===== src/sbw_pkg.sv =====
// package for the wake-up and event logic of the basis chip
// assumes a 50 MHz system clock; analog comparators arrive as clean logic levels
// ==========================================================
package sbw_pkg;
	localparam int CLK_HZ = 50_000_000;
	localparam int FILT_US = 20;
	localparam int FILT_CYC = (FILT_US * (CLK_HZ / 1_000_000));
	localparam int CS_ON_US = 400;
	localparam int CS_ON_CYC = (CS_ON_US * (CLK_HZ / 1_000_000));
	localparam int CS_SMP_US = 300;
	localparam int CS_SMP_CYC = (CS_SMP_US * (CLK_HZ / 1_000_000));
	localparam int RST_US = 1000;
	localparam int RST_CYC = (RST_US * (CLK_HZ / 1_000_000));
	localparam int CFG_MS = 75;
	localparam int CFG_CYC = (CFG_MS * (CLK_HZ / 1_000));
	localparam int UV_MS = 100;
	localparam int UV_CYC = (UV_MS * (CLK_HZ / 1_000));
	localparam int MS_CYC = (CLK_HZ / 1_000);
	localparam int NUM_WAKE = 3;
	localparam int NUM_IRQ = 8;
	typedef enum logic [1:0] {SBW_OPT_NONE, SBW_OPT_HIGH, SBW_OPT_LOW, SBW_OPT_CHANGE} sbw_opt_t;
	typedef enum logic [1:0] {SBW_VAR_A, SBW_VAR_C, SBW_VAR_D} sbw_var_t;
	typedef enum {SBW_RESET, SBW_CFG_WAIT, SBW_NORMAL, SBW_STANDBY, SBW_SLEEP, SBW_EMERG} sbw_mode_t;
	typedef struct packed {
		logic forced_en;
		logic cyclic_en;
		logic inputs_on_switched_output;
		logic [2:0] period_sel;
	} sbw_switched_output_config_reg_t;
	typedef struct packed {
		logic go_normal;
		logic go_standby;
		logic go_sleep;
		logic go_emergency;
		logic configured;
	} sbw_mode_req_t;
	// period table in milliseconds, index by 3-bit field
	function automatic int sbw_period_ms(input logic [2:0] sel);
		unique case (sel)
			3'h0: sbw_period_ms = 32;
			3'h1: sbw_period_ms = 64;
			3'h2: sbw_period_ms = 128;
			3'h3: sbw_period_ms = 256;
			3'h4: sbw_period_ms = 512;
			3'h5: sbw_period_ms = 1024;
			3'h6: sbw_period_ms = 2048;
			3'h7: sbw_period_ms = 8192;
		endcase
	endfunction
endpackage


===== src/sbw_wake_ctrl.sv =====
// top of wake-up, interrupt and reset handling
// assumes mode requests come from serial decode as one-cycle pulses
`timescale 1ns/1ps
module sbw_wake_ctrl #(
	parameter int CFG_CYC = sbw_pkg::CFG_CYC,
	parameter int UV_CYC = sbw_pkg::UV_CYC,
	parameter int MS_CYC = sbw_pkg::MS_CYC,
	parameter int RST_CYC = sbw_pkg::RST_CYC,
	parameter sbw_pkg::sbw_var_t VARIANT = sbw_pkg::SBW_VAR_A
) (
	// clock and reset
	input wire logic clk_sys,
	input wire logic srst,
	// configuration
	input wire sbw_pkg::sbw_switched_output_config_reg_t switched_output_config_reg,
	input wire logic [2:0] cyclic_timing_reg,
	input wire sbw_pkg::sbw_opt_t wake_input_option_reg,
	input wire logic [1:0] cyclic_edge_sel,
	input wire logic switched_on_req,
	input wire sbw_pkg::sbw_mode_req_t mode_req,
	// wake inputs and analog status
	input wire logic [2:0] wake_in,
	input wire logic main_regulator_low,
	input wire logic main_regulator_off,
	input wire logic chip_select_n,
	input wire logic can_tx,
	input wire logic [3:0] canh_below_thr,
	input wire logic [1:0] ground_shift_sel,
	input wire logic [7:0] irq_src,
	input wire logic [7:0] irq_mask,
	// software clears
	input wire logic [2:0] wake_status_clr,
	input wire logic spi_wake_clr,
	input wire logic shift_clr,
	input wire logic [7:0] irq_clr,
	// reset pin
	input wire logic reset_pin_n_in,
	output logic reset_pin_n_out,
	output logic reset_pin_n_oe,
	// outputs
	output logic switched_battery_output,
	output logic main_regulator_en,
	output logic [2:0] wake_input_status_reg,
	output logic [2:0] wake_input_live_level_reg,
	output logic [1:0] second_irq_status_reg,
	output logic ground_shift_reg,
	output logic [7:0] irq_status,
	output logic irq_out_n,
	output sbw_pkg::sbw_mode_t mode
);
	// ==========================================================
	// mode and shared signals
	sbw_pkg::sbw_mode_t next_mode;
	logic [22:0] cfg_cnt;
	logic [22:0] uv_cnt;
	logic [15:0] rst_cnt;
	logic [18:0] ms_cnt;
	logic [13:0] per_cnt;
	logic [14:0] on_cnt;
	logic pulse_on;
	logic in_sleep;
	logic sense_ok;
	logic cyclic_act;
	logic forced_act;
	logic [2:0] det;
	logic [2:0] cyc_det;
	logic wake_evt;
	logic cs_wake;
	logic forced_evt;
	logic host_rst_rel;
	logic rst_pin_d;
	logic cs_d;
	logic tx_d;
	logic [13:0] period;

	assign in_sleep = (mode == sbw_pkg::SBW_SLEEP);
	assign cyclic_act = in_sleep && switched_output_config_reg.cyclic_en;
	assign forced_act = in_sleep && switched_output_config_reg.forced_en && !cyclic_act;
	assign period = cyclic_act ? 14'(sbw_pkg::sbw_period_ms(cyclic_timing_reg))
		: 14'(sbw_pkg::sbw_period_ms(switched_output_config_reg.period_sel));
	assign switched_battery_output = in_sleep ? pulse_on :
		((mode == sbw_pkg::SBW_NORMAL || mode == sbw_pkg::SBW_STANDBY) && switched_on_req);
	assign sense_ok = !switched_output_config_reg.inputs_on_switched_output
		|| switched_battery_output;
	assign main_regulator_en = !(in_sleep || mode == sbw_pkg::SBW_EMERG);
	assign reset_pin_n_out = 1'b0;
	assign reset_pin_n_oe = (mode == sbw_pkg::SBW_RESET);
	assign cs_wake = in_sleep && main_regulator_off && cs_d && !chip_select_n;
	assign host_rst_rel = !rst_pin_d && reset_pin_n_in && !reset_pin_n_oe
		&& (mode == sbw_pkg::SBW_NORMAL || mode == sbw_pkg::SBW_STANDBY);
	assign wake_evt = in_sleep && ((switched_output_config_reg.inputs_on_switched_output
		? |cyc_det : |det) || cs_wake || forced_evt);
	assign irq_out_n = !(|(irq_status & irq_mask));

	// ==========================================================
	// mode sequencing
	always_comb begin
		next_mode = mode;
		unique case (mode)
			sbw_pkg::SBW_RESET: begin
				if (VARIANT == sbw_pkg::SBW_VAR_A && uv_cnt >= 23'(UV_CYC))
					next_mode = sbw_pkg::SBW_SLEEP;
				else if (!main_regulator_low && rst_cnt >= 16'(RST_CYC - 1))
					next_mode = sbw_pkg::SBW_CFG_WAIT;
			end
			sbw_pkg::SBW_CFG_WAIT: begin
				if (mode_req.go_emergency)
					next_mode = sbw_pkg::SBW_EMERG;
				else if (mode_req.configured)
					next_mode = sbw_pkg::SBW_NORMAL;
				else if (cfg_cnt >= 23'(CFG_CYC - 1))
					next_mode = sbw_pkg::SBW_SLEEP;
			end
			sbw_pkg::SBW_NORMAL, sbw_pkg::SBW_STANDBY: begin
				if (mode_req.go_emergency)
					next_mode = sbw_pkg::SBW_EMERG;
				else if (mode_req.go_sleep)
					next_mode = sbw_pkg::SBW_SLEEP;
				else if (mode_req.go_standby)
					next_mode = sbw_pkg::SBW_STANDBY;
				else if (mode_req.go_normal)
					next_mode = sbw_pkg::SBW_NORMAL;
				if (host_rst_rel)
					next_mode = sbw_pkg::SBW_CFG_WAIT;
			end
			sbw_pkg::SBW_SLEEP: begin
				if (wake_evt)
					next_mode = sbw_pkg::SBW_RESET;
			end
			sbw_pkg::SBW_EMERG: next_mode = sbw_pkg::SBW_EMERG;
		endcase
		if (main_regulator_low && (mode == sbw_pkg::SBW_CFG_WAIT
			|| mode == sbw_pkg::SBW_NORMAL || mode == sbw_pkg::SBW_STANDBY))
			next_mode = sbw_pkg::SBW_RESET;
	end

	always_ff @(posedge clk_sys) begin
		if (srst)
			mode <= sbw_pkg::SBW_RESET;
		else
			mode <= next_mode;
	end

	always_ff @(posedge clk_sys) begin
		if (srst || mode != sbw_pkg::SBW_RESET)
			rst_cnt <= '0;
		else if (rst_cnt < 16'(RST_CYC - 1))
			rst_cnt <= rst_cnt + 16'h0001;
	end

	always_ff @(posedge clk_sys) begin
		if (srst || mode != sbw_pkg::SBW_RESET || !main_regulator_low)
			uv_cnt <= '0;
		else if (uv_cnt < 23'(UV_CYC))
			uv_cnt <= uv_cnt + 23'h00_0001;
	end

	always_ff @(posedge clk_sys) begin
		if (srst || mode != sbw_pkg::SBW_CFG_WAIT)
			cfg_cnt <= '0;
		else
			cfg_cnt <= cfg_cnt + 23'h00_0001;
	end

	always_ff @(posedge clk_sys) begin
		if (srst) begin
			rst_pin_d <= 1'b1;
			cs_d <= 1'b1;
			tx_d <= 1'b1;
		end else begin
			rst_pin_d <= reset_pin_n_in;
			cs_d <= chip_select_n;
			tx_d <= can_tx;
		end
	end

	// ==========================================================
	// sleep timebase for forced wake-up and cyclic pulses
	always_ff @(posedge clk_sys) begin
		if (srst || !(cyclic_act || forced_act)) begin
			ms_cnt <= '0;
			per_cnt <= '0;
			forced_evt <= 1'b0;
		end else begin
			forced_evt <= 1'b0;
			if (ms_cnt >= 19'(MS_CYC - 1)) begin
				ms_cnt <= '0;
				if (per_cnt >= period - 14'h0001) begin
					per_cnt <= '0;
					forced_evt <= forced_act;
				end else
					per_cnt <= per_cnt + 14'h0001;
			end else
				ms_cnt <= ms_cnt + 19'h0_0001;
		end
	end

	always_ff @(posedge clk_sys) begin
		if (srst || !cyclic_act) begin
			on_cnt <= '0;
			pulse_on <= 1'b0;
		end else if (ms_cnt == 19'h0_0000 && per_cnt == 14'h0000 && !pulse_on) begin
			pulse_on <= 1'b1;
			on_cnt <= '0;
		end else if (pulse_on) begin
			on_cnt <= on_cnt + 15'h0001;
			if (on_cnt >= 15'(sbw_pkg::CS_ON_CYC - 1))
				pulse_on <= 1'b0;
		end
	end

	// ==========================================================
	// per-input detection
	for (genvar i = 0; i < sbw_pkg::NUM_WAKE; i++) begin : g_in
		logic [9:0] filt_cnt;
		logic ref_lvl;
		logic [3:0] smp;
		logic [2:0] nsmp;
		logic cond;
		always_comb begin
			unique case (wake_input_option_reg)
				sbw_pkg::SBW_OPT_NONE: cond = 1'b0;
				sbw_pkg::SBW_OPT_HIGH: cond = wake_in[i];
				sbw_pkg::SBW_OPT_LOW: cond = !wake_in[i];
				sbw_pkg::SBW_OPT_CHANGE: cond = (wake_in[i] != ref_lvl);
			endcase
		end
		always_ff @(posedge clk_sys) begin
			if (srst || !cond || !sense_ok || mode == sbw_pkg::SBW_EMERG
				|| mode == sbw_pkg::SBW_CFG_WAIT)
				filt_cnt <= '0;
			else if (filt_cnt <= 10'(sbw_pkg::FILT_CYC))
				filt_cnt <= filt_cnt + 10'h001;
		end
		assign det[i] = (filt_cnt == 10'(sbw_pkg::FILT_CYC)) && (!in_sleep
			|| !switched_output_config_reg.inputs_on_switched_output);
		always_ff @(posedge clk_sys) begin
			if (srst)
				ref_lvl <= 1'b0;
			else if (wake_input_option_reg != sbw_pkg::SBW_OPT_CHANGE || det[i])
				ref_lvl <= wake_in[i];
		end
		always_ff @(posedge clk_sys) begin
			if (srst || !cyclic_act) begin
				smp <= '0;
				nsmp <= '0;
			end else if (pulse_on && on_cnt == 15'(sbw_pkg::CS_SMP_CYC)) begin
				smp <= {smp[2:0], wake_in[i]};
				if (nsmp < 3'h4)
					nsmp <= nsmp + 3'h1;
			end
		end
		// rising 0011, falling 1100, both either
		assign cyc_det[i] = (nsmp == 3'h4) && wake_input_option_reg != sbw_pkg::SBW_OPT_NONE
			&& ((cyclic_edge_sel[0] && smp == 4'h3)
			|| (cyclic_edge_sel[1] && smp == 4'hc));
	end

	// ==========================================================
	// sticky status flags, set wins over clear, and live input levels
	always_ff @(posedge clk_sys) begin
		if (srst)
			wake_input_status_reg <= '0;
		else
			wake_input_status_reg <= (wake_input_status_reg & ~wake_status_clr)
				| det | (cyc_det & {3{in_sleep}});
	end

	always_ff @(posedge clk_sys) begin
		if (srst)
			wake_input_live_level_reg <= '0;
		else if (mode == sbw_pkg::SBW_NORMAL || mode == sbw_pkg::SBW_STANDBY)
			wake_input_live_level_reg <= wake_in;
	end

	always_ff @(posedge clk_sys) begin
		if (srst)
			second_irq_status_reg <= '0;
		else
			second_irq_status_reg <= {second_irq_status_reg[1], second_irq_status_reg[0]
				& !spi_wake_clr} | {1'b0, cs_wake};
	end

	always_ff @(posedge clk_sys) begin
		if (srst)
			ground_shift_reg <= 1'b0;
		else if (tx_d && !can_tx && canh_below_thr[ground_shift_sel])
			ground_shift_reg <= 1'b1;
		else if (shift_clr)
			ground_shift_reg <= 1'b0;
	end

	always_ff @(posedge clk_sys) begin
		if (srst)
			irq_status <= '0;
		else if (mode == sbw_pkg::SBW_NORMAL || mode == sbw_pkg::SBW_STANDBY)
			irq_status <= (irq_status & ~irq_clr) | irq_src
				| {1'b0, |det, 6'h00};
		else
			irq_status <= irq_status & ~irq_clr;
	end

	// ==========================================================
	// checks
	a_emerg_sticky: assert property (@(posedge clk_sys) disable iff (srst)
		mode == sbw_pkg::SBW_EMERG |=> mode == sbw_pkg::SBW_EMERG)
		else $error("emergency left");
	a_cyc_over_forced: assert property (@(posedge clk_sys) disable iff (srst)
		cyclic_act |-> !forced_act)
		else $error("forced active with cyclic");
	a_none_no_flag: assert property (@(posedge clk_sys) disable iff (srst)
		wake_input_option_reg == sbw_pkg::SBW_OPT_NONE |-> det == 3'h0)
		else $error("wake seen with option none");
	a_reset_pin_low: assert property (@(posedge clk_sys) disable iff (srst)
		$rose(reset_pin_n_oe) && !main_regulator_low |-> reset_pin_n_oe [*8])
		else $error("reset pulse too short");
	a_flag_sticky: assert property (@(posedge clk_sys) disable iff (srst)
		wake_input_status_reg[0] && !wake_status_clr[0] |=> wake_input_status_reg[0])
		else $error("wake flag lost");
	a_cs_wake_flag: assert property (@(posedge clk_sys) disable iff (srst)
		cs_wake |=> second_irq_status_reg[0] && mode == sbw_pkg::SBW_RESET)
		else $error("chip select wake missed");
	a_shift_set: assert property (@(posedge clk_sys) disable iff (srst)
		$fell(can_tx) && canh_below_thr[ground_shift_sel] |=> ground_shift_reg)
		else $error("shift bit not set");
	a_irq_mask: assert property (@(posedge clk_sys) disable iff (srst)
		!irq_out_n |-> |(irq_status & irq_mask))
		else $error("interrupt without unmasked source");
	a_uv_holds: assert property (@(posedge clk_sys) disable iff (srst)
		main_regulator_low && mode == sbw_pkg::SBW_NORMAL |=> mode == sbw_pkg::SBW_RESET)
		else $error("undervoltage did not reset");
	a_pulse_off_wake: assert property (@(posedge clk_sys) disable iff (srst)
		$fell(pulse_on) && cyclic_act |-> $past(on_cnt) == 15'(sbw_pkg::CS_ON_CYC - 1))
		else $error("pulse width wrong");
	a_host_release: assert property (@(posedge clk_sys) disable iff (srst)
		host_rst_rel && !main_regulator_low |=> mode == sbw_pkg::SBW_CFG_WAIT)
		else $error("host reset release missed");
	a_forced_wake: assert property (@(posedge clk_sys) disable iff (srst)
		forced_evt && in_sleep |=> mode == sbw_pkg::SBW_RESET)
		else $error("forced wake-up missed");
	a_sleep_wake: assert property (@(posedge clk_sys) disable iff (srst)
		in_sleep && (|det) |=> mode == sbw_pkg::SBW_RESET
		&& (wake_input_status_reg & $past(det)) == $past(det))
		else $error("local wake in sleep missed");
endmodule


===== config.mk =====
export PLATFORM = sky130hd
export DESIGN_NAME = sbw_wake_ctrl
export DESIGN_NICKNAME = d
export VERILOG_FILES = /design/src/sbw_pkg.sv /design/src/sbw_wake_ctrl.sv
export SDC_FILE = /design/constraint.sdc
export NUM_CORES = 1
export LEC_CHECK = 0
export BUFFER_PORTS_ARGS = -buffer_cell sky130_fd_sc_hd__buf_2
export CORE_MARGIN = 1.5
export CORE_UTILIZATION = 40
export CTS_CLUSTER_SIZE = 10
export DETAILED_ROUTE_END_ITERATION = 7
export GPL_ROUTABILITY_DRIVEN = 0
export GPL_TIMING_DRIVEN = 0
export SETUP_SLACK_MARGIN = 0.1
export SLEW_MARGIN = 5
export SYNTH_ARGS = -nofsm -noshare
export SYNTH_HDL_FRONTEND = slang
export SYNTH_SLANG_ARGS = --single-unit

===== constraint.sdc =====
create_clock -name clk_sys -period 4.75 [get_ports clk_sys]
set_input_delay 0.7125 -clock clk_sys [delete_from_list [all_inputs] [get_ports clk_sys]]
set_output_delay 0.7125 -clock clk_sys [all_outputs]
set_load 0.02 [all_outputs]

==> qor.txt, run 1 <==
outcome: completed
initial cell density of the core: 0.4113
max_cap viols: 0
RR Endpoint: per_cnt[8]
die width: 156.3 um
Hold Crit Endpoint: wake_input_live_level_reg[1]
Netlist cell types: 67
Hold-fix buffers, CTS: 0
Critical Path Start: mode[2]
worst path cell trace: clkbuf_4 -> nor3b_4 -> and2_1 -> clkbuf_2 -> buf_4 -> nor4_1 -> a21oi_1 -> ha_2 -> o21ai_1 -> mux2_2 -> o221ai_1 -> o21ai_0 -> ha_1 -> a21oi_1 -> nor2b_1 -> a2111oi_2 -> o32ai_2 -> nor3_2 -> buf_4 -> nand3_1 -> nand3_1
Critical Path AT: 4.67 ns
max reg flops: 30
min Tclk post-route: 4.298 ns
Inserted Diodes: 0
CP max stage delay: 0.38 ns
Clock transition at path regs: 0.07 ns
vias in the first global route: 7245
CTS tree: built
post-synthesis register bit count: 188
slew margin rel.: 0.2856
drt pass-1 iters: 4
CP Capture Type: flop
fmax: 232.6 MHz
worst path required time: 5.12 ns
fin util: 0.4824
Crit-path slowest cell: a2111oi_2
fin cells: 1614
critical path fanouts, max: 10
Die H: 156.3 um
Die ar.: 24420 um2
ys flop type: dfxtp_1
largest family of logic cells by synthesized area: simple AND/OR/NAND/NOR gates
vias per cell: 4.897
Post-Synth XOR/XNOR Area: 0.1081
final antenna-violating net count: 0
share of cells above drive strength 1: 0.1399
fin crit share: 0.9049
Layout area overhead: 17.28%
Finish-stage setup viols: 0
Hold Path Class: reg -> reg
fillers: 2336
Setup WS pre-CTS: -0.7557 ns
Port Buf Inserts: 81
multiplexer share of the synthesized area: 0.01212
post-synthesis simple-gate area fraction: 0.2901
Synth Warn #: 0
Buf/Inv on CP: 4
TritonCTS Buffers: 17
DR vias: 7904
Final #Nets: 1384
clk_lat worst skew: 0.43 ns
Post-Syn Instances: 1148
WS Path Type: reg -> reg
Leakage: 4.072 nW
Top reg by flops: g_in.filt_cnt
# rows: 55
Slew Limit Fails: 0
core area: 22850 um2
WHS Path Cells: 2
Largest delay share family, worst path: compound AO/OA/AOI/OAI gates
first-pass GRT wire length: 35140 um
sequential-to-total area share from yosys stat: 0.4005
pin count of the biggest net entering global routing: 18
clk_skew: 0.008397 ns
R2R cell count: 21
hold path start: wake_input_live_level_reg[1]
Overall Global Routing Usage: 0.1782
post-synthesis compound-gate area fraction: 0.09121
PD cells: 304.0 nW/um2
R2R setup slack: 0.45 ns
post-synthesis adder-cell area fraction: 0.04261
post-route cell area: 11020 um2
initial antenna violation count: 0
CTS H-Tree Depth: 4
hpwl dp: 15660 um
mean routed wirelength per cell: 13.12 um
RSZ-0062 raised after global routing: no
Routed Wire Length: 21170 um
GRT overflow: 0
1st-iter DRT viols: 400
r2r startpoint: mode[2]
Hold Vio Cnt, Final: 0
final worst slack: 0.4515 ns
Post-synth EDFFs: 0
Placed Area: 10320 um2
syn avg cell area: 8.185 um2
Sink Count: 188
maximum vdd drop: 0.1968 mV
io pins: 118
# DRC: 0
CTS Buffer Depth: 2
Largest regs: g_in.filt_cnt x30, cfg_cnt x23, uv_cnt x23
Root Buffer Master: clkbuf_16
CP startpoint kind: flop
Placed Cells: 1575
slew of the pin with the lowest slew margin: 1.062 ns
Post-Syn Area: 9397 um2
Async SR Flop Fraction: 0
[placed cells by master (no fill, tap or decap), types with 3 or more instances in the layout]
master | netlist | final
nor2_1 | 189 | 188
dfxtp_1 | 188 | 188
nand2_1 | 121 | 121
buf_2 | 4 | 83
xor2_1 | 73 | 73
a21oi_1 | 60 | 60
nand3_1 | 56 | 56
xnor2_1 | 43 | 43
inv_1 | 39 | 39
buf_4 | 31 | 39
conb_1 | 1 | 34
and3_1 | 32 | 32
o21ai_0 | 32 | 31
ha_1 | 32 | 31
clkbuf_1 | 30 | 30
nand4_1 | 28 | 28
nor3_1 | 21 | 20
clkbuf_16 | 0 | 17
or3_1 | 16 | 16
nand2b_1 | 15 | 15
nor4_1 | 15 | 15
nor2b_1 | 14 | 14
and4_1 | 9 | 9
mux2i_1 | 8 | 8
a31oi_1 | 8 | 8
or2_2 | 7 | 7
and2_1 | 6 | 6
a22oi_1 | 6 | 6
a41oi_1 | 4 | 4
or4_1 | 4 | 4
nand4b_1 | 4 | 4
nor3_4 | 4 | 4
clkinvlp_4 | 0 | 4
clkinv_4 | 0 | 4
nor4b_1 | 4 | 3
o31ai_1 | 3 | 3
inv_6 | 0 | 3
[power by group]
group          switching [mW]  total [mW]  internal (mW)  leakage (nW)
combinational           0.183       0.297          0.114          2.28
sequential             0.0211        1.62           1.60          1.52
clock                   0.649        1.44          0.787         0.276
[timing repair]
item                                    4_1_cts  5_1_grt
gates cloned                                  0        0
endpoints found under the setup margin       15       15
gates resized for setup                       6       10
pin swaps                                     1        3
buffers inserted                              4        3
[cells in the mapped netlist, types with 2 or more instances]
| cell | number | area [um2] |
|---|---|---|
| a2111oi_0 | 2 | 17.52 |
| a21oi_1 | 60 | 300.3 |
| a22oi_1 | 6 | 45.04 |
| a31oi_1 | 8 | 50.05 |
| a41oi_1 | 4 | 35.03 |
| and2_1 | 6 | 37.54 |
| and3_1 | 32 | 200.2 |
| and4_1 | 9 | 78.83 |
| buf_2 | 4 | 20.02 |
| buf_4 | 31 | 232.7 |
| clkbuf_1 | 30 | 112.6 |
| dfxtp_1 | 188 | 3764 |
| ha_1 | 32 | 400.4 |
| inv_1 | 39 | 146.4 |
| mux2i_1 | 8 | 80.08 |
| nand2_1 | 121 | 454.2 |
| nand2b_1 | 15 | 93.84 |
| nand3_1 | 56 | 280.3 |
| nand4_1 | 28 | 175.2 |
| nand4b_1 | 4 | 35.03 |
| nor2_1 | 189 | 709.4 |
| nor2b_1 | 14 | 87.58 |
| nor3_1 | 21 | 105.1 |
| nor3_4 | 4 | 65.06 |
| nor3b_1 | 2 | 15.01 |
| nor4_1 | 15 | 93.84 |
| nor4b_1 | 4 | 35.03 |
| nor4bb_1 | 2 | 20.02 |
| o211ai_1 | 2 | 15.01 |
| o21a_1 | 2 | 15.01 |
| o21ai_0 | 32 | 160.2 |
| o22ai_1 | 2 | 12.51 |
| o31ai_1 | 3 | 22.52 |
| o41ai_1 | 2 | 17.52 |
| or2_2 | 7 | 43.79 |
| or3_1 | 16 | 100.1 |
| or4_1 | 4 | 30.03 |
| xnor2_1 | 43 | 376.6 |
| xor2_1 | 73 | 639.4 |
[metal layers]
layer  vias to the layer above  share of wire  global-route usage
met1                      3631           0.51              0.2455
li1                       4144              -                   -
met4                         0         0.0084             0.04127
met5                         -              0                   0
met2                       112           0.45              0.2857
met3                        17          0.035             0.03655
[worst min-delay path, cell delays in order, from the launching register on]
cell and delay [ns]:
dfxtp_1 0.31, nand2_1 0.05, a21oi_1 0.05
[through the flow]
step                      TNS, ns  total power, mW  hold slack, ns
final                           0            3.351          0.4538
after global routing            0            3.490          0.4607
after CTS                       0            3.387          0.4547
after detailed placement   -9.988            1.944          0.4472
after global placement     -10.07            1.940          0.4429
after floorplan                 0            1.850          0.4286
[cells by family (layout without fill, tap and decap cells)]
logic type	Yosys count	after routing
other	1	34
AND/OR/NAND/NOR	556	556
flip-flops	188	188
multiplexers	10	10
XOR/XNOR	116	116
buffers and inverters	105	225
AO/OA/AOI/OAI	140	140
adder cells (fa/ha/maj)	32	32
[final cells by class]
type	instances	area (um2)	share of cell area
flip-flops and latches	188	3764	0.3415
repair buffers	88	457.9	0.04155
inverters	39	146.4	0.01328
clock inverters	14	162.7	0.01476
multi-input cells	888	5294	0.4804
plain buffers	66	375.4	0.03406
well taps	313	391.6	0.03554
clock buffers	18	429.2	0.03894
[worst max-delay path by stage]
stage,endpoint,depth (start not counted)
global placement,per_cnt[11],20
finish,per_cnt[8],21
detailed placement,per_cnt[0],20
CTS,per_cnt[0],20
global route,per_cnt[8],21
floorplan,per_cnt[11],20
Note: power is estimated with default switching activity, not from simulation.
==> inputs of run 2 (changes only) <==
==> constraint.sdc (replaced) <==
create_clock -name clk_sys -period 4.1 [get_ports clk_sys]
set_input_delay 0.615 -clock clk_sys [delete_from_list [all_inputs] [get_ports clk_sys]]
set_output_delay 0.615 -clock clk_sys [all_outputs]
set_load 0.02 [all_outputs]
==> run 2 against run 1 <==
Compared with the run above:
- sequential power rose by 15%
- critical path depth up 1
- critical endpoint is now per_cnt[11]
- wire length grew 0.33%
- largest cell class unchanged
==> qor.txt, run 2 (synthesis gave the netlist of run 1 again) <==
outcome: completed (unchanged)
GRT overflow: 0 (unchanged)
DR vias: 7909 (was 7904)
slew of the pin with the lowest slew margin: 0.9798 ns (was 1.062 ns)
CP max stage delay: 0.33 ns (was 0.38 ns)
drt pass-1 iters: 5 (was 4)
Overall Global Routing Usage: 0.1740 (was 0.1782)
Final #Nets: 1393 (was 1384)
vias per cell: 4.873 (was 4.897)
Die ar.: 24420 um2 (unchanged)
# rows: 55 (unchanged)
fin util: 0.4912 (was 0.4824)
most common cell after layout, fill and taps aside: nor2_1
clk_skew: 0.01347 ns (was 0.008397 ns)
min Tclk post-route: 3.985 ns (was 4.298 ns)
slew margin rel.: 0.3408 (was 0.2856)
Leakage: 4.175 nW (was 4.072 nW)
Clock transition at path regs: 0.08 ns (was 0.07 ns)
CP Capture Type: flop (unchanged)
Critical Path AT: 4.34 ns (was 4.67 ns)
Port Buf Inserts: 81 (unchanged)
final antenna-violating net count: 0 (unchanged)
clk_lat worst skew: 0.43 ns (about the same)
post-route cell area: 11220 um2 (was 11020 um2)
first-pass GRT wire length: 34570 um (was 35140 um)
WHS Path Cells: 2 (unchanged)
max reg flops: 30 (unchanged)
CTS Buffer Depth: 2 (unchanged)
Finish-stage setup viols: 0 (unchanged)
fin crit share: 0.9718 (was 0.9049)
TritonCTS Buffers: 17 (unchanged)
Placed Area: 10350 um2 (was 10320 um2)
Die H: 156.3 um (unchanged)
hpwl dp: 15230 um (was 15660 um)
CTS H-Tree Depth: 4 (unchanged)
1st-iter DRT viols: 438 (was 400)
CTS tree: built (unchanged)
worst path cell trace: buf_6 -> nor3b_4 -> and2_4 -> buf_6 -> buf_8 -> nor4b_4 -> a31oi_1 -> ha_2 -> o21ai_2 -> nand2_1 -> mux2_4 -> o221ai_2 -> o21ai_1 -> ha_1 -> a21oi_2 -> nor2b_1 -> a2111oi_2 -> o32ai_2 -> nor3_2 -> buf_4 -> nand4_1 -> o21ai_1 (was clkbuf_4 -> nor3b_4 -> and2_1 -> clkbuf_2 -> buf_4 -> nor4_1 -> a21oi_1 -> ha_2 -> o21ai_1 -> mux2_2 -> o221ai_1 -> o21ai_0 -> ha_1 -> a21oi_1 -> nor2b_1 -> a2111oi_2 -> o32ai_2 -> nor3_2 -> buf_4 -> nand3_1 -> nand3_1)
maximum vdd drop: 0.2385 mV (was 0.1968 mV)
CP startpoint kind: flop (unchanged)
Sink Count: 188 (unchanged)
core area: 22850 um2 (unchanged)
RSZ-0062 raised after global routing: yes (was no)
Pwr Total: 3.998 mW (was 3.351 mW)
max_cap viols: 0 (unchanged)
initial cell density of the core: 0.4113 (unchanged)
worst path required time: 4.46 ns (was 5.12 ns)
Hold Vio Cnt, Final: 0 (unchanged)
fmax: 251.0 MHz (was 232.6 MHz)
R2R cell count: 22 (was 21)
most frequent cells in the layout: nor2_1, dfxtp_1, nand2_1 (unchanged)
Hold Path Class: in -> reg (was reg -> reg)
critical path fanouts, max: 6 (was 10)
Top reg by flops: g_in.filt_cnt (unchanged)
Root Buffer Master: clkbuf_16 (unchanged)
mean routed wirelength per cell: 13.09 um (was 13.12 um)
initial antenna violation count: 1 (was 0)
Crit-path slowest cell: dfxtp_2 (was a2111oi_2)
Largest regs: g_in.filt_cnt x30, cfg_cnt x23, uv_cnt x23 (unchanged)
pin count of the biggest net entering global routing: 19 (was 18)
io pins: 118 (unchanged)
# DRC: 0 (unchanged)
Layout area overhead: 19.44% (was 17.28%)
PD cells: 356.2 nW/um2 (was 304.0 nW/um2)
Worst Hold Margin: 0.3860 ns (was 0.4538 ns)
vias in the first global route: 7156 (was 7245)
Placed Cells: 1575 (unchanged)
die width: 156.3 um (unchanged)
fin cells: 1623 (was 1614)
WS Path Type: reg -> reg (unchanged)
Routed Wire Length: 21240 um (was 21170 um)
Inserted Diodes: 0 (unchanged)
share of cells above drive strength 1: 0.1542 (was 0.1399)
Hold-fix buffers, CTS: 0 (unchanged)
Slew Limit Fails: 0 (unchanged)
run 2: cell count changes in the layout (fill, tap and decap cells not counted), sizes merged:
cell	delta
buf	+9
bufinv	+1
clkinv	-2
clkinvlp	-3
o21ai	+1
inv	+4
clkbuf	-1
run 2: where the power goes:
group / leakage, nW / total (mW) / switching [mW] / internal, mW
Clock: 0.310 / 1.78 / 0.774 / 1.00
Sequential: 1.52 / 1.87 / 0.0242 / 1.85
Combinational: 2.35 / 0.346 / 0.211 / 0.135
run 2: timing repair:
action,in CTS,in global routing
buffers inserted,6,8
pin swaps,5,14
gates resized for setup,10,18
setup endpoints to repair,15,15
cloned,0,2
hold endpoints to repair,0,0
run 2: through the flow:
stage / worst slack (ns) / TNS, ns
floorplan: 0.1018 / 0
global placement: -0.7183 / -8.324
detailed placement: -0.6904 / -8.825
CTS: 0.1115 / 0
global route: -0.06291 / -0.06291
finish: 0.1154 / 0
run 2: per-layer routing:
| metal | track usage | up-vias | share of wire |
|---|---|---|---|
| met1 | 0.2373 | 3612 | 0.49 |
| met4 | 0.03946 | 2 | 0.0056 |
| li1 | - | 4164 | - |
| met2 | 0.2775 | 121 | 0.46 |
| met3 | 0.04209 | 10 | 0.044 |
| met5 | 0 | - | 0.00057 |
run 2: final timing paths:
kind,from,end,slack (ns)
min reg2reg,wake_input_live_level_reg[1],wake_input_live_level_reg[1],0.46
max reg2reg,mode[2],per_cnt[11],0.12
min,can_tx,tx_d,0.39
max,mode[2],per_cnt[11],0.12
run 2: cell type report:
type | count | area, um2
inverters | 39 | 146.4
well taps | 313 | 391.6
clock buffers | 18 | 439.2
fillers | 2297 | 11620
plain buffers | 66 | 392.9
multi-input cells | 889 | 5356
clock inverters | 14 | 195.2
repair buffers | 96 | 535.5
flip-flops and latches | 188 | 3766
run 2: critical path: cells and delay by family, from the launching register on:
| kind | cells | cell delay (ns) |
|---|---|---|
| buffers and inverters | 4 | 0.53 |
| AND/OR/NAND/NOR | 7 | 0.97 |
| adder cells (fa/ha/maj) | 2 | 0.54 |
| AO/OA/AOI/OAI | 8 | 1.28 |
| flip-flops | 1 | 0.33 |
| multiplexers | 1 | 0.26 |
==> inputs of run 3 (changes only) <==
--- a/config.mk
+++ b/config.mk
@@ -7,11 +7,12 @@
 export LEC_CHECK = 0
 export BUFFER_PORTS_ARGS = -buffer_cell sky130_fd_sc_hd__buf_2
 export CORE_MARGIN = 1.5
-export CORE_UTILIZATION = 40
+export CORE_UTILIZATION = 55
 export CTS_CLUSTER_SIZE = 10
 export DETAILED_ROUTE_END_ITERATION = 7
 export GPL_ROUTABILITY_DRIVEN = 0
 export GPL_TIMING_DRIVEN = 0
+export PLACE_DENSITY = 0.76
 export SETUP_SLACK_MARGIN = 0.1
 export SLEW_MARGIN = 5
 export SYNTH_ARGS = -nofsm -noshare
==> run 3 against run 2 <==
Compared with the run above:
- non-clock buffer count grew 2
- fmax grew 1.3%
- die area down 27%
- critical path type unchanged
- sequential power about the same
- clock power grew 2%
- final cell count fell by 5.6%
- highest routed layer unchanged
==> qor.txt, run 3 (synthesis gave the netlist of run 1 again) <==
CP most frequent cell: o21ai_1
DR vias: 8129 (was 7909)
Crit-path slowest cell: dfxtp_2 (unchanged)
NetSw: 0.9560 mW (was 1.010 mW)
vias per cell: 5.306 (was 4.873)
Clock transition at path regs: 0.07 ns (was 0.08 ns)
Finish-stage setup viols: 0 (unchanged)
Final #Nets: 1395 (was 1393)
core area: 16640 um2 (was 22850 um2)
hpwl dp: 14570 um (was 15230 um)
# DRC: 0 (unchanged)
fillers: 1371 (was 2297)
vias in the first global route: 7279 (was 7156)
max reg flops: 30 (unchanged)
RR Endpoint: per_cnt[11] (unchanged)
Placed Cells: 1482 (was 1575)
Largest regs: g_in.filt_cnt x30, cfg_cnt x23, uv_cnt x23 (unchanged)
first-pass GRT wire length: 33880 um (was 34570 um)
Worst Hold Margin: 0.3765 ns (was 0.3860 ns)
R2R setup slack: 0.17 ns (was 0.12 ns)
Placed Area: 10230 um2 (was 10350 um2)
CTS H-Tree Depth: 4 (unchanged)
sequential share of power: 0.464 (was 0.469)
RSZ-0062 raised after global routing: yes (unchanged)
CTS Buffer Depth: 2 (unchanged)
Critical Path AT: 4.30 ns (was 4.34 ns)
Die H: 133.7 um (was 156.3 um)
CP Capture Type: flop (unchanged)
Die ar.: 17880 um2 (was 24420 um2)
CP Depth: 20 (was 22)
Critical Path Start: mode[2] (unchanged)
Leakage: 4.196 nW (was 4.175 nW)
slew of the pin with the lowest slew margin: 1.016 ns (was 0.9798 ns)
drt pass-1 iters: 7 (was 5)
internal power: 3.085 mW (was 2.988 mW)
Top reg by flops: g_in.filt_cnt (unchanged)
post-route cell area: 11140 um2 (was 11220 um2)
die width: 133.7 um (was 156.3 um)
Layout area overhead: 18.57% (was 19.44%)
WS Path Type: reg -> reg (unchanged)
max_cap viols: 0 (unchanged)
fin cells: 1532 (was 1623)
GRT overflow: 0 (unchanged)
r2r startpoint: mode[2] (unchanged)
slew margin rel.: 0.3167 (was 0.3408)
fmax: 254.2 MHz (was 251.0 MHz)
Buf/Inv on CP: 3 (was 4)
Storage cell area: 3766 um2 (unchanged)
Multi-input gate area: 5373 um2 (was 5356 um2)
crit path capture: per_cnt[11] (unchanged)
most frequent cells in the layout: nor2_1, dfxtp_1, nand2_1 (unchanged)
fin crit share: 0.9595 (was 0.9718)
Root Buffer Master: clkbuf_16 (unchanged)
Largest delay share family, worst path: compound AO/OA/AOI/OAI gates (unchanged)
sw frac: 0.2366 (was 0.2527)
CP max stage delay: 0.34 ns (was 0.33 ns)
most common cell after layout, fill and taps aside: nor2_1 (unchanged)
Hold Path Class: in -> reg (unchanged)
Sink Count: 188 (unchanged)
Setup TNS: 0 ns (unchanged)
clk_lat worst skew: 0.44 ns (was 0.43 ns)
combinational fraction of design power: 0.086 (was 0.087)
Overall Global Routing Usage: 0.2334 (was 0.1740)
Slew Limit Fails: 0 (unchanged)
maximum vdd drop: 0.3046 mV (was 0.2385 mV)
Inserted Diodes: 0 (unchanged)
final antenna-violating net count: 0 (unchanged)
CP startpoint kind: flop (unchanged)
fin util: 0.6695 (was 0.4912)
Port Buf Inserts: 81 (unchanged)
# rows: 47 (was 55)
Clock Power Share: 0.450 (was 0.445)
Routed Wire Length: 21010 um (was 21240 um)
outcome: completed (unchanged)
pin count of the biggest net entering global routing: 17 (was 19)
initial cell density of the core: 0.5646 (was 0.4113)
min Tclk post-route: 3.934 ns (was 3.985 ns)
CTS tree: built (unchanged)
critical path fanouts, max: 8 (was 6)
R2R cell count: 20 (was 22)
worst path required time: 4.47 ns (was 4.46 ns)
initial antenna violation count: 1 (unchanged)
worst path cell trace: buf_6 -> nor3b_4 -> and2_4 -> buf_8 -> nor4b_2 -> a31oi_1 -> ha_2 -> o21ai_4 -> mux2_4 -> o221ai_2 -> o21ai_1 -> ha_1 -> a21oi_2 -> nor2b_1 -> a2111oi_2 -> o32ai_2 -> buf_4 -> o31ai_1 -> nand3_1 -> o21ai_1 (was buf_6 -> nor3b_4 -> and2_4 -> buf_6 -> buf_8 -> nor4b_4 -> a31oi_1 -> ha_2 -> o21ai_2 -> nand2_1 -> mux2_4 -> o221ai_2 -> o21ai_1 -> ha_1 -> a21oi_2 -> nor2b_1 -> a2111oi_2 -> o32ai_2 -> nor3_2 -> buf_4 -> nand4_1 -> o21ai_1)
clk_skew: 0.01083 ns (was 0.01347 ns)
io pins: 118 (unchanged)
PD cells: 362.7 nW/um2 (was 356.2 nW/um2)
1st-iter DRT viols: 495 (was 438)
Hold Vio Cnt, Final: 0 (unchanged)
share of cells above drive strength 1: 0.1585 (was 0.1542)
mean routed wirelength per cell: 13.71 um (was 13.09 um)
TritonCTS Buffers: 17 (unchanged)
==> run 3: metal layers <==
metal,up-vias,track usage,part of all wire
met5,-,0,0.00057
met4,2,0.08213,0.022
met3,40,0.03957,0.048
met2,201,0.3857,0.47
met1,3732,0.3080,0.45
li1,4154,-,-
==> run 3: what timing repair did <==
| action | 4_1_cts | 5_1_grt |
|---|---|---|
| pin swaps | 6 | 16 |
| hold buffers | 0 | 0 |
| gates cloned | 0 | 1 |
| gates resized for setup | 13 | 19 |
| buffers inserted | 7 | 11 |
| setup endpoints to repair | 15 | 15 |
==> run 3: how the worst min path moves through the flow <==
stage                                  from                      endpoint  cells after the start
2_1_floorplan           g_in[0].filt_cnt[9]           g_in[0].filt_cnt[9]                      2
3_3_place_gp   wake_input_live_level_reg[1]  wake_input_live_level_reg[1]                      2
3_5_place_dp   wake_input_live_level_reg[0]  wake_input_live_level_reg[0]                      2
4_1_cts                              can_tx                          tx_d                      2
5_1_grt                              can_tx                          tx_d                      2
6_report                             can_tx                          tx_d                      2
==> run 3: power groups by stage <==
stage	combinational, mW	sequential, mW	clock (mW)
CTS	0.335	1.87	1.85
global placement	0.324	1.92	0
floorplan	0.228	1.92	0
detailed placement	0.328	1.92	0
global route	0.383	1.88	1.93
finish	0.346	1.88	1.82
==> run 3: layout make-up <==
| class | count | area share |
|---|---|---|
| multi-input cells | 889 | 0.4822 |
| flip-flops and latches | 188 | 0.3380 |
| well taps | 220 | 0.02471 |
| plain buffers | 65 | 0.03425 |
| inverters | 39 | 0.01314 |
| clock buffers | 18 | 0.03942 |
| repair buffers | 99 | 0.04885 |
| clock inverters | 14 | 0.01943 |
==> run 3: stage by stage <==
stage | total power [mW] | worst slack, ns
floorplan | 2.146 | 0.1018
global placement | 2.240 | -0.5790
detailed placement | 2.245 | -0.5960
CTS | 4.056 | 0.1083
global route | 4.190 | -0.1451
finish | 4.041 | 0.1662
